--- config.mk ---
export PLATFORM = sky130hd
export DESIGN_NAME = split_timer_mode3_control
export DESIGN_NICKNAME = d
export VERILOG_FILES = /design/src/split_timer_pkg.sv /design/src/split_timer_mode3_control.sv
export SDC_FILE = /design/constraint.sdc
export NUM_CORES = 1
export LEC_CHECK = 0
export BUFFER_PORTS_ARGS = -buffer_cell sky130_fd_sc_hd__buf_2
export CORE_MARGIN = 2
export CORE_UTILIZATION = 52
export CTS_CLUSTER_DIAMETER = 120
export DETAILED_ROUTE_END_ITERATION = 12
export GPL_ROUTABILITY_DRIVEN = 0
export MAX_ROUTING_LAYER = met4
export PLACE_DENSITY = 0.77
export SYNTH_ARGS = -nofsm -noshare
export SYNTH_HDL_FRONTEND = slang
export SYNTH_SLANG_ARGS = --single-unit
--- constraint.sdc ---
create_clock -name clk -period 1.9 [get_ports clk]
set_input_delay 0.57 -clock clk [delete_from_list [all_inputs] [get_ports clk]]
set_output_delay 0.57 -clock clk [all_outputs]
set_load 0.01 [all_outputs]
--- src/split_timer_pkg.sv ---
// Constants and carrier types for the split-mode timer control block.
// Assumes an 8-bit special-function-register port clocked by the system clock.
`default_nettype none

package split_timer_pkg;

   // ------------------------------------------------------------
   // Register addresses
   // ------------------------------------------------------------
   localparam logic [7:0] TIMER_CONTROL_STATUS_ADDR = 8'h88;
   localparam logic [7:0] FIRST_LOW_ADDR = 8'h8A;
   localparam logic [7:0] SECOND_LOW_ADDR = 8'h8B;
   localparam logic [7:0] FIRST_HIGH_ADDR = 8'h8C;
   localparam logic [7:0] SECOND_HIGH_ADDR = 8'h8D;

   // ------------------------------------------------------------
   // Reset values and counter limits
   // ------------------------------------------------------------
   localparam logic [7:0] TIMER_CONTROL_STATUS_RESET = 8'h00;
   localparam logic [7:0] COUNT_BYTE_RESET = 8'h00;
   localparam logic [7:0] BYTE_ALL_ONES = 8'hFF;
   localparam logic [7:0] BYTE_ZERO = 8'h00;
   localparam logic [12:0] WORD13_ALL_ONES = 13'h1FFF;
   localparam logic [15:0] WORD16_ALL_ONES = 16'hFFFF;
   localparam logic [7:0] READ_UNMAPPED = 8'h00;

   // ------------------------------------------------------------
   // Field positions of the mode select register
   // ------------------------------------------------------------
   localparam int FIRST_CFG_LSB = 0;
   localparam int SECOND_CFG_LSB = 4;
   localparam int CFG_WIDTH = 4;

   // Timer operating modes, in field-code order
   typedef enum logic [1:0] {
      MODE_13BIT,
      MODE_16BIT,
      MODE_RELOAD8,
      MODE_SPLIT
   } timer_mode_t;

   // One timer's half of the mode select register
   typedef struct packed {
      logic gate;
      logic count_src;
      timer_mode_t mode;
   } timer_cfg_t;

   // Control and status register, bit 7 first
   typedef struct packed {
      logic second_timer_overflow_flag;
      logic second_timer_run;
      logic first_timer_overflow_flag;
      logic first_timer_run;
      logic ext_irq_b_flag;
      logic ext_irq_b_trigger_type;
      logic ext_irq_a_flag;
      logic ext_irq_a_trigger_type;
   } timer_control_status_t;

endpackage : split_timer_pkg

`default_nettype wire

--- src/split_timer_mode3_control.sv ---
// Split-mode first timer, second timer, and the shared control/status register.
// Assumes all inputs synchronous to clk; the mode select register lives elsewhere.
//
// Summary of operation
// - Split mode runs the first timer's two bytes as independent 8-bit counters.
// - Low byte uses the first timer's run, source, gate and overflow flag.
// - Low byte counts system/prescaled ticks or count-pin falls per source bit.
// - High byte only times from system or prescaled clock, never the pin.
// - High byte counts only while the second timer's run bit is set.
// - High byte overflow sets the second timer's overflow flag.
// - Split keeps second timer off its pin and off its overflow flag.
// - Second timer overflows still go out as baud and conversion tick.
// - Second timer in mode 3 holds its count.
// - First overflow flag set on overflow, cleared by software or vectoring.
// - First run bit 0 stops, 1 enables subject to gate.
// - External flag b set on edge or level chosen by its trigger bit.
// - External flag b cleared by software or on vectoring when edge-triggered.
// - Trigger bit 0 level-sensitive, flag follows level; 1 edge-sensitive.
// - External counting increments on count-pin high-to-low transitions.
// - Low byte and non-split second timer count only when run is 1 and gate is 0 or input active.
`timescale 1ns/1ps
`default_nettype none

module split_timer_mode3_control
   import split_timer_pkg::*;
(
   input wire logic clk,
   input wire logic rst,
   input wire logic ce,
   input wire logic [7:0] sfr_addr,
   input wire logic sfr_wr,
   input wire logic sfr_rd,
   input wire logic [7:0] sfr_wdata,
   output logic [7:0] sfr_rdata,
   input wire logic [7:0] timer_mode_select_reg,
   input wire logic first_sysclk_select,
   input wire logic second_sysclk_select,
   input wire logic prescaled_tick,
   input wire logic first_count_pin,
   input wire logic second_count_pin,
   input wire logic ext_irq_a_input,
   input wire logic ext_irq_b_input,
   input wire logic ext_irq_a_polarity,
   input wire logic ext_irq_b_polarity,
   input wire logic vector_first_timer,
   input wire logic vector_second_timer,
   input wire logic vector_ext_a,
   input wire logic vector_ext_b,
   output timer_control_status_t timer_control_status,
   output logic second_timer_overflow_tick
);

   // ------------------------------------------------------------
   // Helpers
   // ------------------------------------------------------------
   function automatic logic flag_next(input logic cur, input logic wr, input logic wbit,
                                      input logic vec, input logic set);
      flag_next = ((wr ? wbit : cur) & ~vec) | set;
   endfunction : flag_next

   function automatic logic irq_next(input logic cur, input logic wr, input logic wbit, input logic vec,
                                     input logic edge_mode, input logic act, input logic prev_act);
      irq_next = edge_mode ? flag_next(cur, wr, wbit, vec, act & ~prev_act) : act;
   endfunction : irq_next

   // ------------------------------------------------------------
   // State
   // ------------------------------------------------------------
   timer_control_status_t tcs;
   logic [7:0] first_timer_low_byte;
   logic [7:0] first_timer_high_byte;
   logic [7:0] second_timer_low_byte;
   logic [7:0] second_timer_high_byte;
   logic prev_count_a;
   logic prev_count_b;
   logic prev_active_a;
   logic prev_active_b;

   // ------------------------------------------------------------
   // Decode
   // ------------------------------------------------------------
   wire timer_cfg_t cfg0 = timer_cfg_t'(timer_mode_select_reg[FIRST_CFG_LSB +: CFG_WIDTH]);
   wire timer_cfg_t cfg1 = timer_cfg_t'(timer_mode_select_reg[SECOND_CFG_LSB +: CFG_WIDTH]);
   wire split = (cfg0.mode == MODE_SPLIT);
   wire wr_tcs = sfr_wr && (sfr_addr == TIMER_CONTROL_STATUS_ADDR);
   wire wr_low = sfr_wr && (sfr_addr == FIRST_LOW_ADDR);
   wire wr_high = sfr_wr && (sfr_addr == FIRST_HIGH_ADDR);
   wire wr_t1l = sfr_wr && (sfr_addr == SECOND_LOW_ADDR);
   wire wr_t1h = sfr_wr && (sfr_addr == SECOND_HIGH_ADDR);
   wire timer_control_status_t wr_bits = timer_control_status_t'(sfr_wdata);

   // Polarity bit 1 means active high
   wire active_a = ext_irq_a_input ~^ ext_irq_a_polarity;
   wire active_b = ext_irq_b_input ~^ ext_irq_b_polarity;

   wire fall_a = prev_count_a & ~first_count_pin;
   wire fall_b = prev_count_b & ~second_count_pin;
   wire tick_a = first_sysclk_select | prescaled_tick;
   wire tick_b = second_sysclk_select | prescaled_tick;

   // ------------------------------------------------------------
   // First timer halves
   // ------------------------------------------------------------
   // low byte gating
   wire low_inc = split && tcs.first_timer_run && (!cfg0.gate || active_a) && (cfg0.count_src ? fall_a : tick_a);
   // high byte on second run bit
   wire high_inc = split && tcs.second_timer_run && tick_a;
   wire low_ovf = low_inc && (first_timer_low_byte == BYTE_ALL_ONES);
   wire high_ovf = high_inc && (first_timer_high_byte == BYTE_ALL_ONES);

   // ------------------------------------------------------------
   // Second timer
   // ------------------------------------------------------------
   // mode 3 holds; split uses mode instead of run bit
   wire t1_run = (cfg1.mode != MODE_SPLIT) && (split || (tcs.second_timer_run && (!cfg1.gate || active_b)));
   wire t1_inc = t1_run && ((cfg1.count_src && !split) ? fall_b : tick_b);
   wire [12:0] t1_w13 = {second_timer_high_byte, second_timer_low_byte[4:0]};
   wire [15:0] t1_w16 = {second_timer_high_byte, second_timer_low_byte};
   wire [12:0] t1_n13 = t1_w13 + 13'h0001;
   wire [15:0] t1_n16 = t1_w16 + 16'h0001;
   logic t1_at_top;
   always_comb
   begin
      unique case (cfg1.mode)
         MODE_13BIT: t1_at_top = (t1_w13 == WORD13_ALL_ONES);
         MODE_16BIT: t1_at_top = (t1_w16 == WORD16_ALL_ONES);
         MODE_RELOAD8: t1_at_top = (second_timer_low_byte == BYTE_ALL_ONES);
         MODE_SPLIT: t1_at_top = 1'b0;
      endcase
   end
   wire t1_ovf = t1_inc && t1_at_top;
   wire set_second_flag = high_ovf || (t1_ovf && !split);

   // ------------------------------------------------------------
   // Sequential
   // ------------------------------------------------------------
   always_ff @(posedge clk or posedge rst)
   begin
      if (rst)
      begin
         tcs <= timer_control_status_t'(TIMER_CONTROL_STATUS_RESET);
         first_timer_low_byte <= COUNT_BYTE_RESET;
         first_timer_high_byte <= COUNT_BYTE_RESET;
         second_timer_low_byte <= COUNT_BYTE_RESET;
         second_timer_high_byte <= COUNT_BYTE_RESET;
         prev_count_a <= 1'b0;
         prev_count_b <= 1'b0;
         prev_active_a <= 1'b0;
         prev_active_b <= 1'b0;
         second_timer_overflow_tick <= 1'b0;
         sfr_rdata <= READ_UNMAPPED;
      end
      else if (ce)
      begin
         prev_count_a <= first_count_pin;
         prev_count_b <= second_count_pin;
         prev_active_a <= active_a;
         prev_active_b <= active_b;
         // overflow tick out in any split state
         second_timer_overflow_tick <= t1_ovf;
         tcs.first_timer_run <= wr_tcs ? wr_bits.first_timer_run : tcs.first_timer_run;
         tcs.second_timer_run <= wr_tcs ? wr_bits.second_timer_run : tcs.second_timer_run;
         tcs.ext_irq_a_trigger_type <= wr_tcs ? wr_bits.ext_irq_a_trigger_type : tcs.ext_irq_a_trigger_type;
         tcs.ext_irq_b_trigger_type <= wr_tcs ? wr_bits.ext_irq_b_trigger_type : tcs.ext_irq_b_trigger_type;
         tcs.first_timer_overflow_flag <= flag_next(tcs.first_timer_overflow_flag, wr_tcs,
            wr_bits.first_timer_overflow_flag, vector_first_timer, low_ovf);
         tcs.second_timer_overflow_flag <= flag_next(tcs.second_timer_overflow_flag, wr_tcs,
            wr_bits.second_timer_overflow_flag, vector_second_timer, set_second_flag);
         tcs.ext_irq_a_flag <= irq_next(tcs.ext_irq_a_flag, wr_tcs, wr_bits.ext_irq_a_flag, vector_ext_a,
            tcs.ext_irq_a_trigger_type, active_a, prev_active_a);
         tcs.ext_irq_b_flag <= irq_next(tcs.ext_irq_b_flag, wr_tcs, wr_bits.ext_irq_b_flag, vector_ext_b,
            tcs.ext_irq_b_trigger_type, active_b, prev_active_b);
         // Software loads take precedence over a count
         if (wr_low)
            first_timer_low_byte <= sfr_wdata;
         else if (low_inc)
            first_timer_low_byte <= first_timer_low_byte + 8'h01;
         if (wr_high)
            first_timer_high_byte <= sfr_wdata;
         else if (high_inc)
            first_timer_high_byte <= first_timer_high_byte + 8'h01;
         if (wr_t1l)
            second_timer_low_byte <= sfr_wdata;
         if (wr_t1h)
            second_timer_high_byte <= sfr_wdata;
         if (t1_inc && !wr_t1l && !wr_t1h)
         begin
            unique case (cfg1.mode)
               MODE_13BIT: {second_timer_high_byte, second_timer_low_byte[4:0]} <= t1_n13;
               MODE_16BIT: {second_timer_high_byte, second_timer_low_byte} <= t1_n16;
               MODE_RELOAD8: second_timer_low_byte <= t1_at_top ? second_timer_high_byte
                                                                : second_timer_low_byte + 8'h01;
               MODE_SPLIT: second_timer_low_byte <= second_timer_low_byte;
            endcase
         end
         if (sfr_rd)
         begin
            unique case (sfr_addr)
               TIMER_CONTROL_STATUS_ADDR: sfr_rdata <= tcs;
               FIRST_LOW_ADDR: sfr_rdata <= first_timer_low_byte;
               FIRST_HIGH_ADDR: sfr_rdata <= first_timer_high_byte;
               SECOND_LOW_ADDR: sfr_rdata <= second_timer_low_byte;
               SECOND_HIGH_ADDR: sfr_rdata <= second_timer_high_byte;
               default: sfr_rdata <= READ_UNMAPPED;
            endcase
         end
      end
   end
   assign timer_control_status = tcs;

   // ------------------------------------------------------------
   // Assertions
   // ------------------------------------------------------------
   property p_low_wrap;
      @(posedge clk) disable iff (rst)
      ce && low_ovf && !wr_low |=> first_timer_low_byte == BYTE_ZERO;
   endproperty
   a_low_wrap: assert property (p_low_wrap) else $error("low byte did not wrap to zero");

   property p_first_flag_set;
      @(posedge clk) disable iff (rst)
      ce && low_ovf |=> tcs.first_timer_overflow_flag;
   endproperty
   a_first_flag_set: assert property (p_first_flag_set) else $error("first overflow flag not set");

   property p_high_second_flag;
      @(posedge clk) disable iff (rst)
      ce && split && tcs.second_timer_run && tick_a && &first_timer_high_byte |=> tcs.second_timer_overflow_flag;
   endproperty
   a_high_second_flag: assert property (p_high_second_flag) else $error("high byte overflow missed flag");

   property p_high_needs_tr1;
      @(posedge clk) disable iff (rst)
      ce && split && !tcs.second_timer_run && !wr_high |=> $stable(first_timer_high_byte);
   endproperty
   a_high_needs_tr1: assert property (p_high_needs_tr1) else $error("high byte ran without run bit");

   property p_low_stop;
      @(posedge clk) disable iff (rst)
      ce && !tcs.first_timer_run && !wr_low |=> $stable(first_timer_low_byte);
   endproperty
   a_low_stop: assert property (p_low_stop) else $error("low byte ran while disabled");

   property p_pin_fall_only;
      @(posedge clk) disable iff (rst)
      ce && split && tcs.first_timer_run && !cfg0.gate && cfg0.count_src && !wr_low
         ##0 !(prev_count_a && !first_count_pin) |=> $stable(first_timer_low_byte);
   endproperty
   a_pin_fall_only: assert property (p_pin_fall_only) else $error("low byte counted without pin fall");

   property p_split_no_t1_flag;
      @(posedge clk) disable iff (rst)
      ce && split && !tcs.second_timer_overflow_flag && !wr_tcs && !high_ovf |=> !tcs.second_timer_overflow_flag;
   endproperty
   a_split_no_t1_flag: assert property (p_split_no_t1_flag) else $error("second timer set flag while split");

   property p_t1_tick;
      @(posedge clk) disable iff (rst)
      ce && t1_ovf |=> second_timer_overflow_tick;
   endproperty
   a_t1_tick: assert property (p_t1_tick) else $error("second timer overflow tick lost");

   property p_t1_mode3_hold;
      @(posedge clk) disable iff (rst)
      ce && cfg1.mode == MODE_SPLIT && !wr_t1l && !wr_t1h |=> $stable(t1_w16);
   endproperty
   a_t1_mode3_hold: assert property (p_t1_mode3_hold) else $error("second timer moved in mode 3");

   property p_irq_b_edge;
      @(posedge clk) disable iff (rst)
      ce && tcs.ext_irq_b_trigger_type && active_b && !prev_active_b |=> tcs.ext_irq_b_flag;
   endproperty
   a_irq_b_edge: assert property (p_irq_b_edge) else $error("edge flag b not set");

   property p_irq_b_level;
      @(posedge clk) disable iff (rst)
      ce && !tcs.ext_irq_b_trigger_type && !wr_tcs |=> tcs.ext_irq_b_flag == $past(active_b);
   endproperty
   a_irq_b_level: assert property (p_irq_b_level) else $error("level flag b does not follow input");

   property p_irq_b_vector;
      @(posedge clk) disable iff (rst)
      ce && tcs.ext_irq_b_trigger_type && vector_ext_b && !wr_tcs && !(active_b && !prev_active_b) |=> !tcs.ext_irq_b_flag;
   endproperty
   a_irq_b_vector: assert property (p_irq_b_vector) else $error("flag b not cleared on vectoring");

endmodule : split_timer_mode3_control

`default_nettype wire

* Yosys cells after proc, flatten, opt, wreduce, memory -nomap -nowiden
Index checks and enable logic that the tools add are counted.
** Word-level totals
- Register bits after elaboration :: 53
- Input bits :: 42
- Output and inout bits :: 17
** Cells by class
- $add $sub $neg :: 5
- Equal/unequal tests :: 16
- Mux-type cells :: 22
- Bitwise operators :: 24
- Reductions and logical operators :: 39
** Operators by type and width (count)
- two-way mux 8 bit :: 9
- == test 8 bit, second input constant :: 8
- one-hot mux 8 bit (5 select lines) :: 1
- adder 8 x 1 -> 8 bit, second input constant :: 3
- logical AND 1 bit :: 20
- adder 16 x 1 -> 16 bit, second input constant :: 1
- == test 16 bit, second input constant :: 1
- one-hot mux 8 bit (2 select lines) :: 1
- one-hot mux 5 bit (3 select lines) :: 1
- adder 13 x 1 -> 13 bit, second input constant :: 1
- == test 13 bit, second input constant :: 1
- AND reduction 2 bit :: 5
- one-hot mux 3 bit (3 select lines) :: 1
- bitwise AND 1 bit :: 8
- two-way mux 1 bit :: 8
- inverter 1 bit :: 8
- == test 2 bit, second input constant :: 3
- bitwise OR 1 bit :: 6
- nonzero test 2 bit :: 3
- logical NOT 1 bit :: 5
- logical OR 1 bit :: 4
- != test 2 bit, second input constant :: 2
- one-hot mux 1 bit (4 select lines) :: 1
- AND reduction 3 bit :: 1
- 3 further kinds :: 4

* Depth between registers and ports, before layout
Gate-level depths: netlist (run 1).
- Depth after elaboration :: 10
- Mapped depth :: 10
- Gate-level depth less buffers :: 7

* Worst setup path before layout (run 1)
OpenSTA, ideal clock, no wires.
- Kind :: input port to flip-flop
- Start :: in ext_irq_b_polarity
- End :: reg second_timer_high_byte[4]
- Setup time :: 0.124 ns
- Arrival time :: 1.978 ns
- Required time :: 1.776 ns
- Slack :: -0.202 ns
- Cell stages on the path :: 7
- Cell sequence :: xnor2_2 > o221ai_2 > a211o_4 > nand2b_4 > buf_6 > a2bb2oi_4 > o31a_1
** Between the ends
- Cells in the longest elaborated chain, start to end :: 9
** Ends and longest elaborated chain
- start, declared :: line split_timer_mode3_control.sv:44 : input wire logic ext_irq_b_polarity,
- XNOR 1 bit :: line split_timer_mode3_control.sv:94 : wire active_b = ext_irq_b_input ~^ ext_irq_b_polarity;
- logical OR 1 bit :: line split_timer_mode3_control.sv:115 : wire t1_run = (cfg1.mode != MODE_SPLIT) && (split || (tcs.second_timer_run && (!cfg1.gate || active_b)));
- logical AND 1 bit :: line split_timer_mode3_control.sv:115
- logical OR 1 bit :: line split_timer_mode3_control.sv:115
- logical AND 1 bit :: line split_timer_mode3_control.sv:115
- logical AND 1 bit :: line split_timer_mode3_control.sv:116 : wire t1_inc = t1_run && ((cfg1.count_src && !split) ? fall_b : tick_b);
- logical AND 1 bit (2 in series) :: line split_timer_mode3_control.sv:186 : if (t1_inc && !wr_t1l && !wr_t1h)
- two-way mux 8 bit :: line split_timer_mode3_control.sv:186
- end signal, assigned :: line split_timer_mode3_control.sv:185 : second_timer_high_byte <= sfr_wdata;
- end signal, assigned :: line split_timer_mode3_control.sv:189 : MODE_13BIT: {second_timer_high_byte, second_timer_low_byte[4:0]} <= t1_n13;
- end signal, assigned :: line split_timer_mode3_control.sv:190 : MODE_16BIT: {second_timer_high_byte, second_timer_low_byte} <= t1_n16;
- end, declared :: line split_timer_mode3_control.sv:73 : logic [7:0] second_timer_high_byte;
Every way passes these cells.
A chain may end at the register's enable or synchronous reset.

* Worst setup path after layout (run 1)
- Start :: in sfr_addr[6]
- End :: reg second_timer_high_byte[4]
** Between the ends
- Cells in the longest elaborated chain, start to end :: 6
- Elaborated cells on any way between the ends :: 11
- Classes of those cells :: 2 x eq/ne; 3 x mux; 6 x reduce/logical
** Ends and longest elaborated chain
- start, declared :: line split_timer_mode3_control.sv:30 : input wire logic [7:0] sfr_addr,
- branches (longest 5 deep; another with == test 8 bit)
- two-way mux 8 bit (*) :: line split_timer_mode3_control.sv:186
Mark *: on every way between the ends.

==> out/qor.yml, run 1 <==
status:
  outcome: "finished with violations"
  failed_checks: "setup timing"
timing:
  slew_viol_final: 0
  setup_viol: 1
  worst_slack_ns: -0.009436
  timing.final.crit_share_pct: 100.5
  maxSlewHeadroom_pct: 69.19
  rsz0062_at_grt: "yes"
  tightest_slew_ns: 0.4610
  fin_skew_ns: 0.005448
  hold_viol_final: 0
  fin_setup_tns_ns: -0.009436
  fmax_mhz: 523.7
  period_needed_ns: 1.909
placed_design:
  io_buffers: 58
  dp_hpwl_mm: 10.01
  pre_cts_ws_ns: -0.3218
  dpl_cell_area_um2: 4825
  dp.cells: 662
setup_path:
  cp_max_fo: 9
  crit_path_end_kind: "flip-flop"
  critPathKind: "input port to flip-flop"
  worstPathArrival_ns: 2.12
  start_kind: "input port"
  required_ns: 2.11
route:
  dr.first_iter.drc_count: 688
  ant_nets: 0
  totalWireLength_mm: 13.12
  via_per_inst: 6.460
  vias: 4367
  routedWlPerCell_um: 19.41
  dr.pass1.iters: 6
  drc: 0
synth:
  ys_seq_area_share_pct: 34.20
  yosysTopAreaCell: "dfrtp_1"
  syn_nets: 499
  synth_enable_flop_cells: 0
  syn-cell-area_um2: 3877
  synth_cell_types: 71
  avgSynthCellArea_um2: 8.617
  ys_async_sr_fraction_pct: 100.0
  synth_top_area_share_pct: 34.20
  synthTopCellsByArea: "dfrtp_1, o21ai_0, a22oi_1"
  ys.flop_type: "dfrtp_1"
  synth_cells: 450
  synth_seq_cells: 53
  yosysWarnings: 0
die:
  dieArea_um2: 8163
  rows: 31
  die_h_um: 90.35
  core_um2: 7253
  die_w_um: 90.35
  start_util_pct: 53.46
  ioPinCount: 59
power:
  ir_drop_mv: 0.3922
  p_leak_nw: 2.312
  powerDensity_nw_per_um2: 616.0
cells_and_area:
  fin_cells: 676
  drive_gt1_share_pct: 36.57
  area.growth.synth_to_final_pct: 31.07
  nNetsFinal: 625
  most-common-layout-cells: "buf_4, buf_2, dfrtp_1"
  antennaDiodeCount: 0
  final_area_um2: 5082
  final_common_cell: "buf_4"
clock_tree:
  hold_buffers: 0
  clk_latency_ns: 0.32
  cts_sinks: 53
  clkTransAtPathRegs_ns: 0.10
  root_buffer: "clkbuf_8"
  ctsLongestPathBuffers: 2
  cts_tree: "built"
  cts-buffers-inserted: 5
  cts_max_level: 2
grt:
  grt_overflow: 0
  grt_antenna_before_repair: 0
  grt_pass1_vias: 4161
  grt_first_pass_wirelength_mm: 21.35
  grt_usage_pct: 33.23
  grt_max_degree: 54
job:
  cap_violations: 0
worst_hold_path:
  min_path_type: "input port to async pin"
==> flip-flops by register name (all words and copies together) (netlist names) <==
register                    cells
prev_active_a                   1
sfr_rdata                       8
timer_control_status            8
prev_count_b                    1
second_timer_low_byte           8
prev_count_a                    1
first_timer_high_byte           8
first_timer_low_byte            8
prev_active_b                   1
second_timer_overflow_tick      1
second_timer_high_byte          8
==> routing by layer <==
metal  track usage [%]  vias up  routed length (um)
li1                  -     1962                   -
met1             44.83     2102                5504
met2             51.94      264                5961
met3             5.927       39                1279
met4             9.103        0                 376
met5                 -        -                   0
==> critical path, cell delays in order <==
cell,delay (ns)
buf_2,0.10
or3b_4,0.41
a211oi_4,0.21
nor2b_2,0.10
nor2b_1,0.13
buf_4,0.17
o31a_2,0.12
o31a_1,0.29
==> power by group <==
part	switching (mW)	internal, mW	leakage (nW)	total, mW
Sequential	0.134	1.24	0.674	1.37
Combinational	0.547	0.522	1.59	1.07
Clock	0.393	0.296	0.0512	0.690
Total	1.07	2.06	2.31	3.13
==> timing repair <==
item | CTS | global route
hold endpoints to repair | 0 | 0
pin swaps | 2 | 15
resized for setup | 4 | 25
buffers inserted | 0 | 6
endpoints found under the setup margin | 4 | 26
==> through the flow <==
step | total power [mW] | util (%) | hold WS [ns]
2_1_floorplan | 1.861 | - | 0.4743
4_1_cts | 3.008 | 68.02 | 0.3031
6_report | 3.131 | 70.07 | 0.2903
5_1_grt | 3.275 | 70.07 | 0.3096
3_5_place_dp | 2.317 | 66.52 | 0.4642
3_3_place_gp | 2.287 | 66.52 | 0.4554
==> cells by family after synthesis <==
family / synth area share [%]
AO/OA/AOI/OAI: 30.69
XOR/XNOR: 1.549
adder cells (fa/ha/maj): 2.259
buffers and inverters: 5.776
flip-flops: 34.20
multiplexers: 3.388
AND/OR/NAND/NOR: 22.14
==> path summary, 6_finish.rpt <==
kind | startpoint | endpoint | slack [ns] | depth (start not counted)
worst max-delay path | sfr_addr[6] | second_timer_high_byte[4] | -0.009 | 8
worst min-delay path | rst | first_timer_low_byte[4] | 0.29 | 3
worst max register to register | second_timer_low_byte[3] | second_timer_high_byte[4] | 0 | 5
worst min register to register | sfr_rdata[6] | sfr_rdata[6] | 0.49 | 1
max in group asynchronous | rst | second_timer_overflow_tick | 1.36 | 3
min in group clk | second_count_pin | prev_count_b | 0.48 | 2
==> synthesized netlist by cell type, drive strengths merged, types with 8 or more instances <==
master	count
dfrtp	53
nand2	35
nor2	33
o21ai	33
a21oi	26
nand3	22
a22oi	21
inv	18
and3	14
clkbuf	14
buf	13
a211oi	12
nor3	11
nand4	10
mux2	9
nor2b	8
o2bb2ai	8
==> layout make-up <==
type                    instances  area, um2
clock buffers                   6      82.58
clock inverters                 2      13.76
fillers                       584       2171
inverters                      18      67.56
multi-input cells             352       2480
flip-flops and latches         53       1326
well taps                      99      123.9
repair buffers                146      988.4
Power figures use the tool's default switching activity.
==> inputs of run 2 (changes only) <==
--- a/config.mk
+++ b/config.mk
@@ -7,12 +7,13 @@
 export LEC_CHECK = 0
 export BUFFER_PORTS_ARGS = -buffer_cell sky130_fd_sc_hd__buf_2
 export CORE_MARGIN = 2
-export CORE_UTILIZATION = 52
+export CORE_UTILIZATION = 54
+export CTS_BUF_LIST = sky130_fd_sc_hd__clkbuf_4 sky130_fd_sc_hd__clkbuf_8
 export CTS_CLUSTER_DIAMETER = 120
 export DETAILED_ROUTE_END_ITERATION = 12
 export GPL_ROUTABILITY_DRIVEN = 0
 export MAX_ROUTING_LAYER = met4
-export PLACE_DENSITY = 0.77
+export PLACE_DENSITY = 0.79
 export SYNTH_ARGS = -nofsm -noshare
 export SYNTH_HDL_FRONTEND = slang
 export SYNTH_SLANG_ARGS = --single-unit
==> out/qor.yml, run 2 (same netlist as run 1, synthesis figures left out) <==
cells_and_area:
  final_area_um2: 5096  # was 5082 um2
  final_common_cell: "buf_4"  # unchanged
  area.growth.synth_to_final_pct: 31.43  # was 31.07%
  antennaDiodeCount: 0  # unchanged
  nNetsFinal: 631  # was 625
  fillers: 506  # was 584
  drive_gt1_share_pct: 37.74  # was 36.57%
  most-common-layout-cells: "buf_4, buf_2, dfrtp_1"  # unchanged
  fin_util_pct: 74.19  # was 70.07%
clock_tree:
  cts_max_level: 2  # unchanged
  cts_sinks: 53  # unchanged
  clkTransAtPathRegs_ns: 0.10  # about the same
  cts_tree: "built"  # unchanged
  cts-buffers-inserted: 5  # unchanged
  hold_buffers: 0  # unchanged
  clk_latency_ns: 0.32  # about the same
  root_buffer: "clkbuf_8"  # unchanged
  ctsLongestPathBuffers: 2  # unchanged
timing:
  tightest_slew_ns: 0.4816  # was 0.4610 ns
  setup_viol: 4  # was 1
  slew_viol_final: 0  # unchanged
  rsz0062_at_grt: "yes"  # unchanged
  fin_skew_ns: 0.008442  # was 0.005448 ns
  period_needed_ns: 1.975  # was 1.909 ns
  maxSlewHeadroom_pct: 67.81  # was 69.19%
  fmax_mhz: 506.2  # was 523.7 MHz
  timing.final.crit_share_pct: 104.0  # was 100.5%
  fin_setup_tns_ns: -0.1633  # was -0.009436 ns
  worst_slack_ns: -0.07532  # was -0.009436 ns
  hold_viol_final: 0  # unchanged
route:
  dr.first_iter.drc_count: 644  # was 688
  vias: 4501  # was 4367
  dr.pass1.iters: 5  # was 6
  via_per_inst: 6.629  # was 6.460
  drc: 0  # unchanged
  ant_nets: 0  # unchanged
  totalWireLength_mm: 13.45  # was 13.12 mm
  routedWlPerCell_um: 19.81  # was 19.41 um
power:
  netSwitchingPower_mw: 1.119  # was 1.074 mW
  p_leak_nw: 2.338  # was 2.312 nW
  p_sw_share_pct: 35.90  # was 34.29%
  seqPwrFrac_pct: 43.9  # was 43.8%
  clkPwrFrac_pct: 22.1  # was 22.0%
  powerDensity_nw_per_um2: 611.7  # was 616.0 nW/um2
  p_comb_share_pct: 34.1  # about the same
  intPower_mw: 1.998  # was 2.057 mW
  power.total_mw: 3.117  # was 3.131 mW
  ir_drop_mv: 0.4088  # was 0.3922 mV
placed_design:
  io_buffers: 58  # unchanged
  dp_hpwl_mm: 10.01  # about the same
  dpl_cell_area_um2: 4868  # was 4825 um2
die:
  start_util_pct: 56.45  # was 53.46%
  rows: 30  # was 31
  die_h_um: 88.74  # was 90.35 um
  ioPinCount: 59  # unchanged
  die_w_um: 88.74  # was 90.35 um
  core_um2: 6869  # was 7253 um2
  dieArea_um2: 7874  # was 8163 um2
grt:
  grt_pass1_vias: 4092  # was 4161
  grt_overflow: 0  # unchanged
  grt_usage_pct: 35.37  # was 33.23%
  grt_max_degree: 54  # unchanged
  grt_first_pass_wirelength_mm: 20.71  # was 21.35 mm
  grt_antenna_before_repair: 0  # unchanged
setup_path:
  start_kind: "flip-flop"  # was input port
  cp_cell_sequence: "ha_2, nand4_1, or3_4, o211ai_1, nand2_1, a22oi_1, a211oi_1"  # was buf_2, or3b_4, a211oi_4, nor2b_2, nor2b_1, buf_4, o31a_2, o31a_1
  critPathKind: "flip-flop to flip-flop"  # was input port to flip-flop
  cp_max_fo: 3  # was 9
  crit_path_end_kind: "flip-flop"  # unchanged
  path_delay_family: "simple AND/OR/NAND/NOR gates"  # unchanged
  required_ns: 2.10  # was 2.11 ns
  slowest_delay_ns: 0.42  # was 0.41 ns
  crit_buf_inv: 0  # was 2
  worstPathArrival_ns: 2.18  # was 2.12 ns
  cpMaxStageDelayCell: "or3_4"  # was or3b_4
status:
  failed_checks: "setup timing"  # unchanged
  outcome: "finished with violations"  # unchanged
worst_hold_path:
  min_path_type: "input port to async pin"  # unchanged
job:
  cap_violations: 0  # unchanged
## run 2: power groups by stage
stage	Sequential [mW]	Combinational, mW	Clock, mW
6_report	1.37	1.06	0.688
3_3_place_gp	1.37	0.928	0
4_1_cts	1.35	0.967	0.678
3_5_place_dp	1.37	0.951	0
2_1_floorplan	1.35	0.508	0
5_1_grt	1.38	1.13	0.726
## run 2: path summary, 6_finish.rpt
check	startpoint	endpoint	slack, ns	cells after the start
setup / recovery	second_timer_low_byte[1]	second_timer_low_byte[1]	-0.08	7
hold / removal	rst	first_timer_low_byte[2]	0.27	3
setup reg to reg	second_timer_low_byte[1]	second_timer_low_byte[1]	-0.08	7
hold reg to reg	sfr_rdata[0]	sfr_rdata[0]	0.48	2
max in group asynchronous	rst	first_timer_high_byte[7]	1.36	3
min in group clk	sfr_rdata[0]	sfr_rdata[0]	0.48	2
## run 2: per-stage QoR
step | setup WS, ns | cells | hold WS [ns]
2_1_floorplan | -0.1748 | 450 | 0.4743
3_3_place_gp | -0.2875 | 667 | 0.4535
3_5_place_dp | -0.3649 | 667 | 0.4654
4_1_cts | -0.02485 | 675 | 0.3043
5_1_grt | -0.1198 | 679 | 0.3000
6_report | -0.07532 | 679 | 0.2708
## run 2: per-layer routing
| metal | wire [um] | vias to the layer above | GRT usage, % |
|---|---|---|---|
| li1 | - | 1974 | - |
| met1 | 5350 | 2121 | 49.27 |
| met2 | 5866 | 337 | 52.51 |
| met3 | 1659 | 69 | 6.530 |
| met4 | 572 | 0 | 10.47 |
| met5 | 0 | - | - |
## run 2: timing repair
item / in CTS / in global routing
resized for setup: 7 / 24
setup buffers: 0 / 4
setup endpoints to repair: 9 / 18
pin swaps: 0 / 15
## run 2: worst register-to-register path: stages (launching register included)
cell and delay [ns]:
dfrtp_1 0.40, ha_2 0.21, nand4_1 0.17, or3_4 0.42
o211ai_1 0.14, nand2_1 0.17, a22oi_1 0.23, a211oi_1 0.11
## run 2: layout make-up
cell class,instances,area [um2],area share (%)
Clock buffer,5,68.82,1.350
Tap cell,96,120.1,2.357
Multi-Input combinational cell,352,2482,48.71
Timing Repair Buffer,152,1008,19.79
Sequential cell,53,1326,26.02
Clock inverter,3,22.52,0.4419
Inverter,18,67.56,1.326
==> inputs of run 3 (changes only) <==
==> constraint.sdc (replaced) <==
create_clock -name clk -period 1.9 [get_ports clk]
set_input_delay 0.285 -clock clk [delete_from_list [all_inputs] [get_ports clk]]
set_output_delay 0.285 -clock clk [all_outputs]
set_load 0.01 [all_outputs]
==> out/qor.yml, run 3 (same netlist as run 1, synthesis figures left out) <==
status:
  outcome: "completed"  # was finished with violations
timing:
  fin_setup_tns_ns: 0  # was -0.1633 ns
  hold_viol_final: 0  # unchanged
  slew_viol_final: 0  # unchanged
  maxSlewHeadroom_pct: 66.70  # was 67.81%
  period_needed_ns: 1.897  # was 1.975 ns
  rsz0062_at_grt: "yes"  # unchanged
  fmax_mhz: 527.1  # was 506.2 MHz
  tightest_slew_ns: 0.4977  # was 0.4816 ns
  fin_skew_ns: 0.007697  # was 0.008442 ns
  setup_viol: 0  # was 4
  timing.final.crit_share_pct: 99.85  # was 104.0%
  holdWs_ns: 0.2170  # was 0.2708 ns
grt:
  grt_usage_pct: 33.76  # was 35.37%
  grt_pass1_vias: 3843  # was 4092
  grt_first_pass_wirelength_mm: 19.36  # was 20.71 mm
  grt_max_degree: 35  # was 54
  grt_antenna_before_repair: 0  # unchanged
  grt_overflow: 0  # unchanged
route:
  totalWireLength_mm: 12.48  # was 13.45 mm
  routedWlPerCell_um: 19.32  # was 19.81 um
  ant_nets: 0  # unchanged
  drc: 0  # unchanged
  vias: 4226  # was 4501
  via_per_inst: 6.542  # was 6.629
  dr.first_iter.drc_count: 435  # was 644
  dr.pass1.iters: 5  # unchanged
setup_path:
  required_ns: 2.09  # was 2.10 ns
  cp_max_fo: 5  # was 3
  crit_path_end_kind: "flip-flop"  # unchanged
  start_kind: "flip-flop"  # unchanged
  setup.worst_path.start: "second_timer_low_byte[1]"  # unchanged
  worstPathArrival_ns: 2.09  # was 2.18 ns
  reg2reg_from: "second_timer_low_byte[1]"  # unchanged
  critPathKind: "flip-flop to flip-flop"  # unchanged
power:
  ir_drop_mv: 0.4240  # was 0.4088 mV
  p_leak_nw: 2.169  # was 2.338 nW
  powerDensity_nw_per_um2: 659.2  # was 611.7 nW/um2
cells_and_area:
  area.growth.synth_to_final_pct: 23.23  # was 31.43%
  final_common_cell: "buf_4"  # unchanged
  drive_gt1_share_pct: 30.55  # was 37.74%
  fin_util_pct: 69.56  # was 74.19%
  most-common-layout-cells: "buf_4, buf_2, dfrtp_1"  # unchanged
  antennaDiodeCount: 0  # unchanged
  fin_cells: 646  # was 679
  fillers: 539  # was 506
  nNetsFinal: 598  # was 631
die:
  dieArea_um2: 7874  # unchanged
  rows: 30  # unchanged
  die_h_um: 88.74  # unchanged
  start_util_pct: 56.45  # unchanged
  die_w_um: 88.74  # unchanged
  core_um2: 6869  # unchanged
  ioPinCount: 59  # unchanged
clock_tree:
  clk_latency_ns: 0.31  # was 0.32 ns
  ctsLongestPathBuffers: 2  # unchanged
  clkTransAtPathRegs_ns: 0.10  # about the same
  cts-buffers-inserted: 5  # unchanged
  cts_tree: "built"  # unchanged
  cts_max_level: 2  # unchanged
  root_buffer: "clkbuf_8"  # unchanged
  cts_sinks: 53  # unchanged
worst_hold_path:
  hold_path_startpoint: "first_count_pin"
  min_path_type: "input port to flip-flop"  # was input port to async pin
placed_design:
  io_buffers: 58  # unchanged
  dp_hpwl_mm: 9.470  # was 10.01 mm
  dp.cells: 636  # was 667
job:
  cap_violations: 0  # unchanged
==> run 3: metal layers <==
| metal | vias up | wire (um) | global-route usage [%] |
|---|---|---|---|
| met2 | 283 | 5471 | 48.10 |
| met1 | 1975 | 5142 | 45.52 |
| li1 | 1906 | - | - |
| met3 | 62 | 1282 | 7.463 |
| met4 | 0 | 585 | 15.98 |
| met5 | - | 0 | - |
==> run 3: report_power, final <==
| group | internal [mW] | total (mW) | switching, mW |
|---|---|---|---|
| Clock | 0.410 | 0.791 | 0.380 |
| Sequential | 1.24 | 1.36 | 0.118 |
| Combinational | 0.460 | 1.00 | 0.540 |
==> run 3: area by class of cell <==
type,count,area (um2),share of cell area (%)
Multi-Input combinational cell,352,2385,49.91
Tap cell,96,120.1,2.514
Timing Repair Buffer,119,763.2,15.97
Sequential cell,53,1328,27.78
Clock inverter,2,38.79,0.8117
Inverter,18,67.56,1.414
Clock buffer,6,76.32,1.597
==> run 3: timing repair <==
action	in CTS	in global routing
endpoints found under the setup margin	4	13
hold endpoints to repair	19	0
gates resized for setup	4	15
hold buffers	1	0
pin swaps	0	10
setup buffers	0	1
==> run 3: critical path: stages (launching register included) <==
cell,delay [ns]
dfrtp_1,0.38
ha_2,0.20
and4_4,0.27
nand4_1,0.11
a22o_2,0.25
o31a_2,0.33
o31a_1,0.24
==> run 3: per-stage QoR <==
stage          cell area, um2  setup WS, ns  power (mW)
6_report                 4778      0.002757       3.150
5_1_grt                  4778      -0.08490       3.279
4_1_cts                  4725      -0.01730       3.066
3_5_place_dp             4587      -0.07804       2.280
3_3_place_gp             4587     -0.002795       2.251
2_1_floorplan            3877       0.05295       1.849
==> run 3: worst paths after layout <==
| kind | depth (start not counted) | endpoint | slack (ns) |
|---|---|---|---|
| min | 2 | prev_count_a | 0.22 |
| min reg2reg | 1 | sfr_rdata[7] | 0.49 |
| max | 6 | second_timer_high_byte[4] | 0.003 |
| max in group asynchronous | 4 | second_timer_overflow_tick | 0.84 |
| max reg2reg | 6 | second_timer_high_byte[4] | 0.003 |
| min in group asynchronous | 3 | first_timer_low_byte[1] | 0.51 |
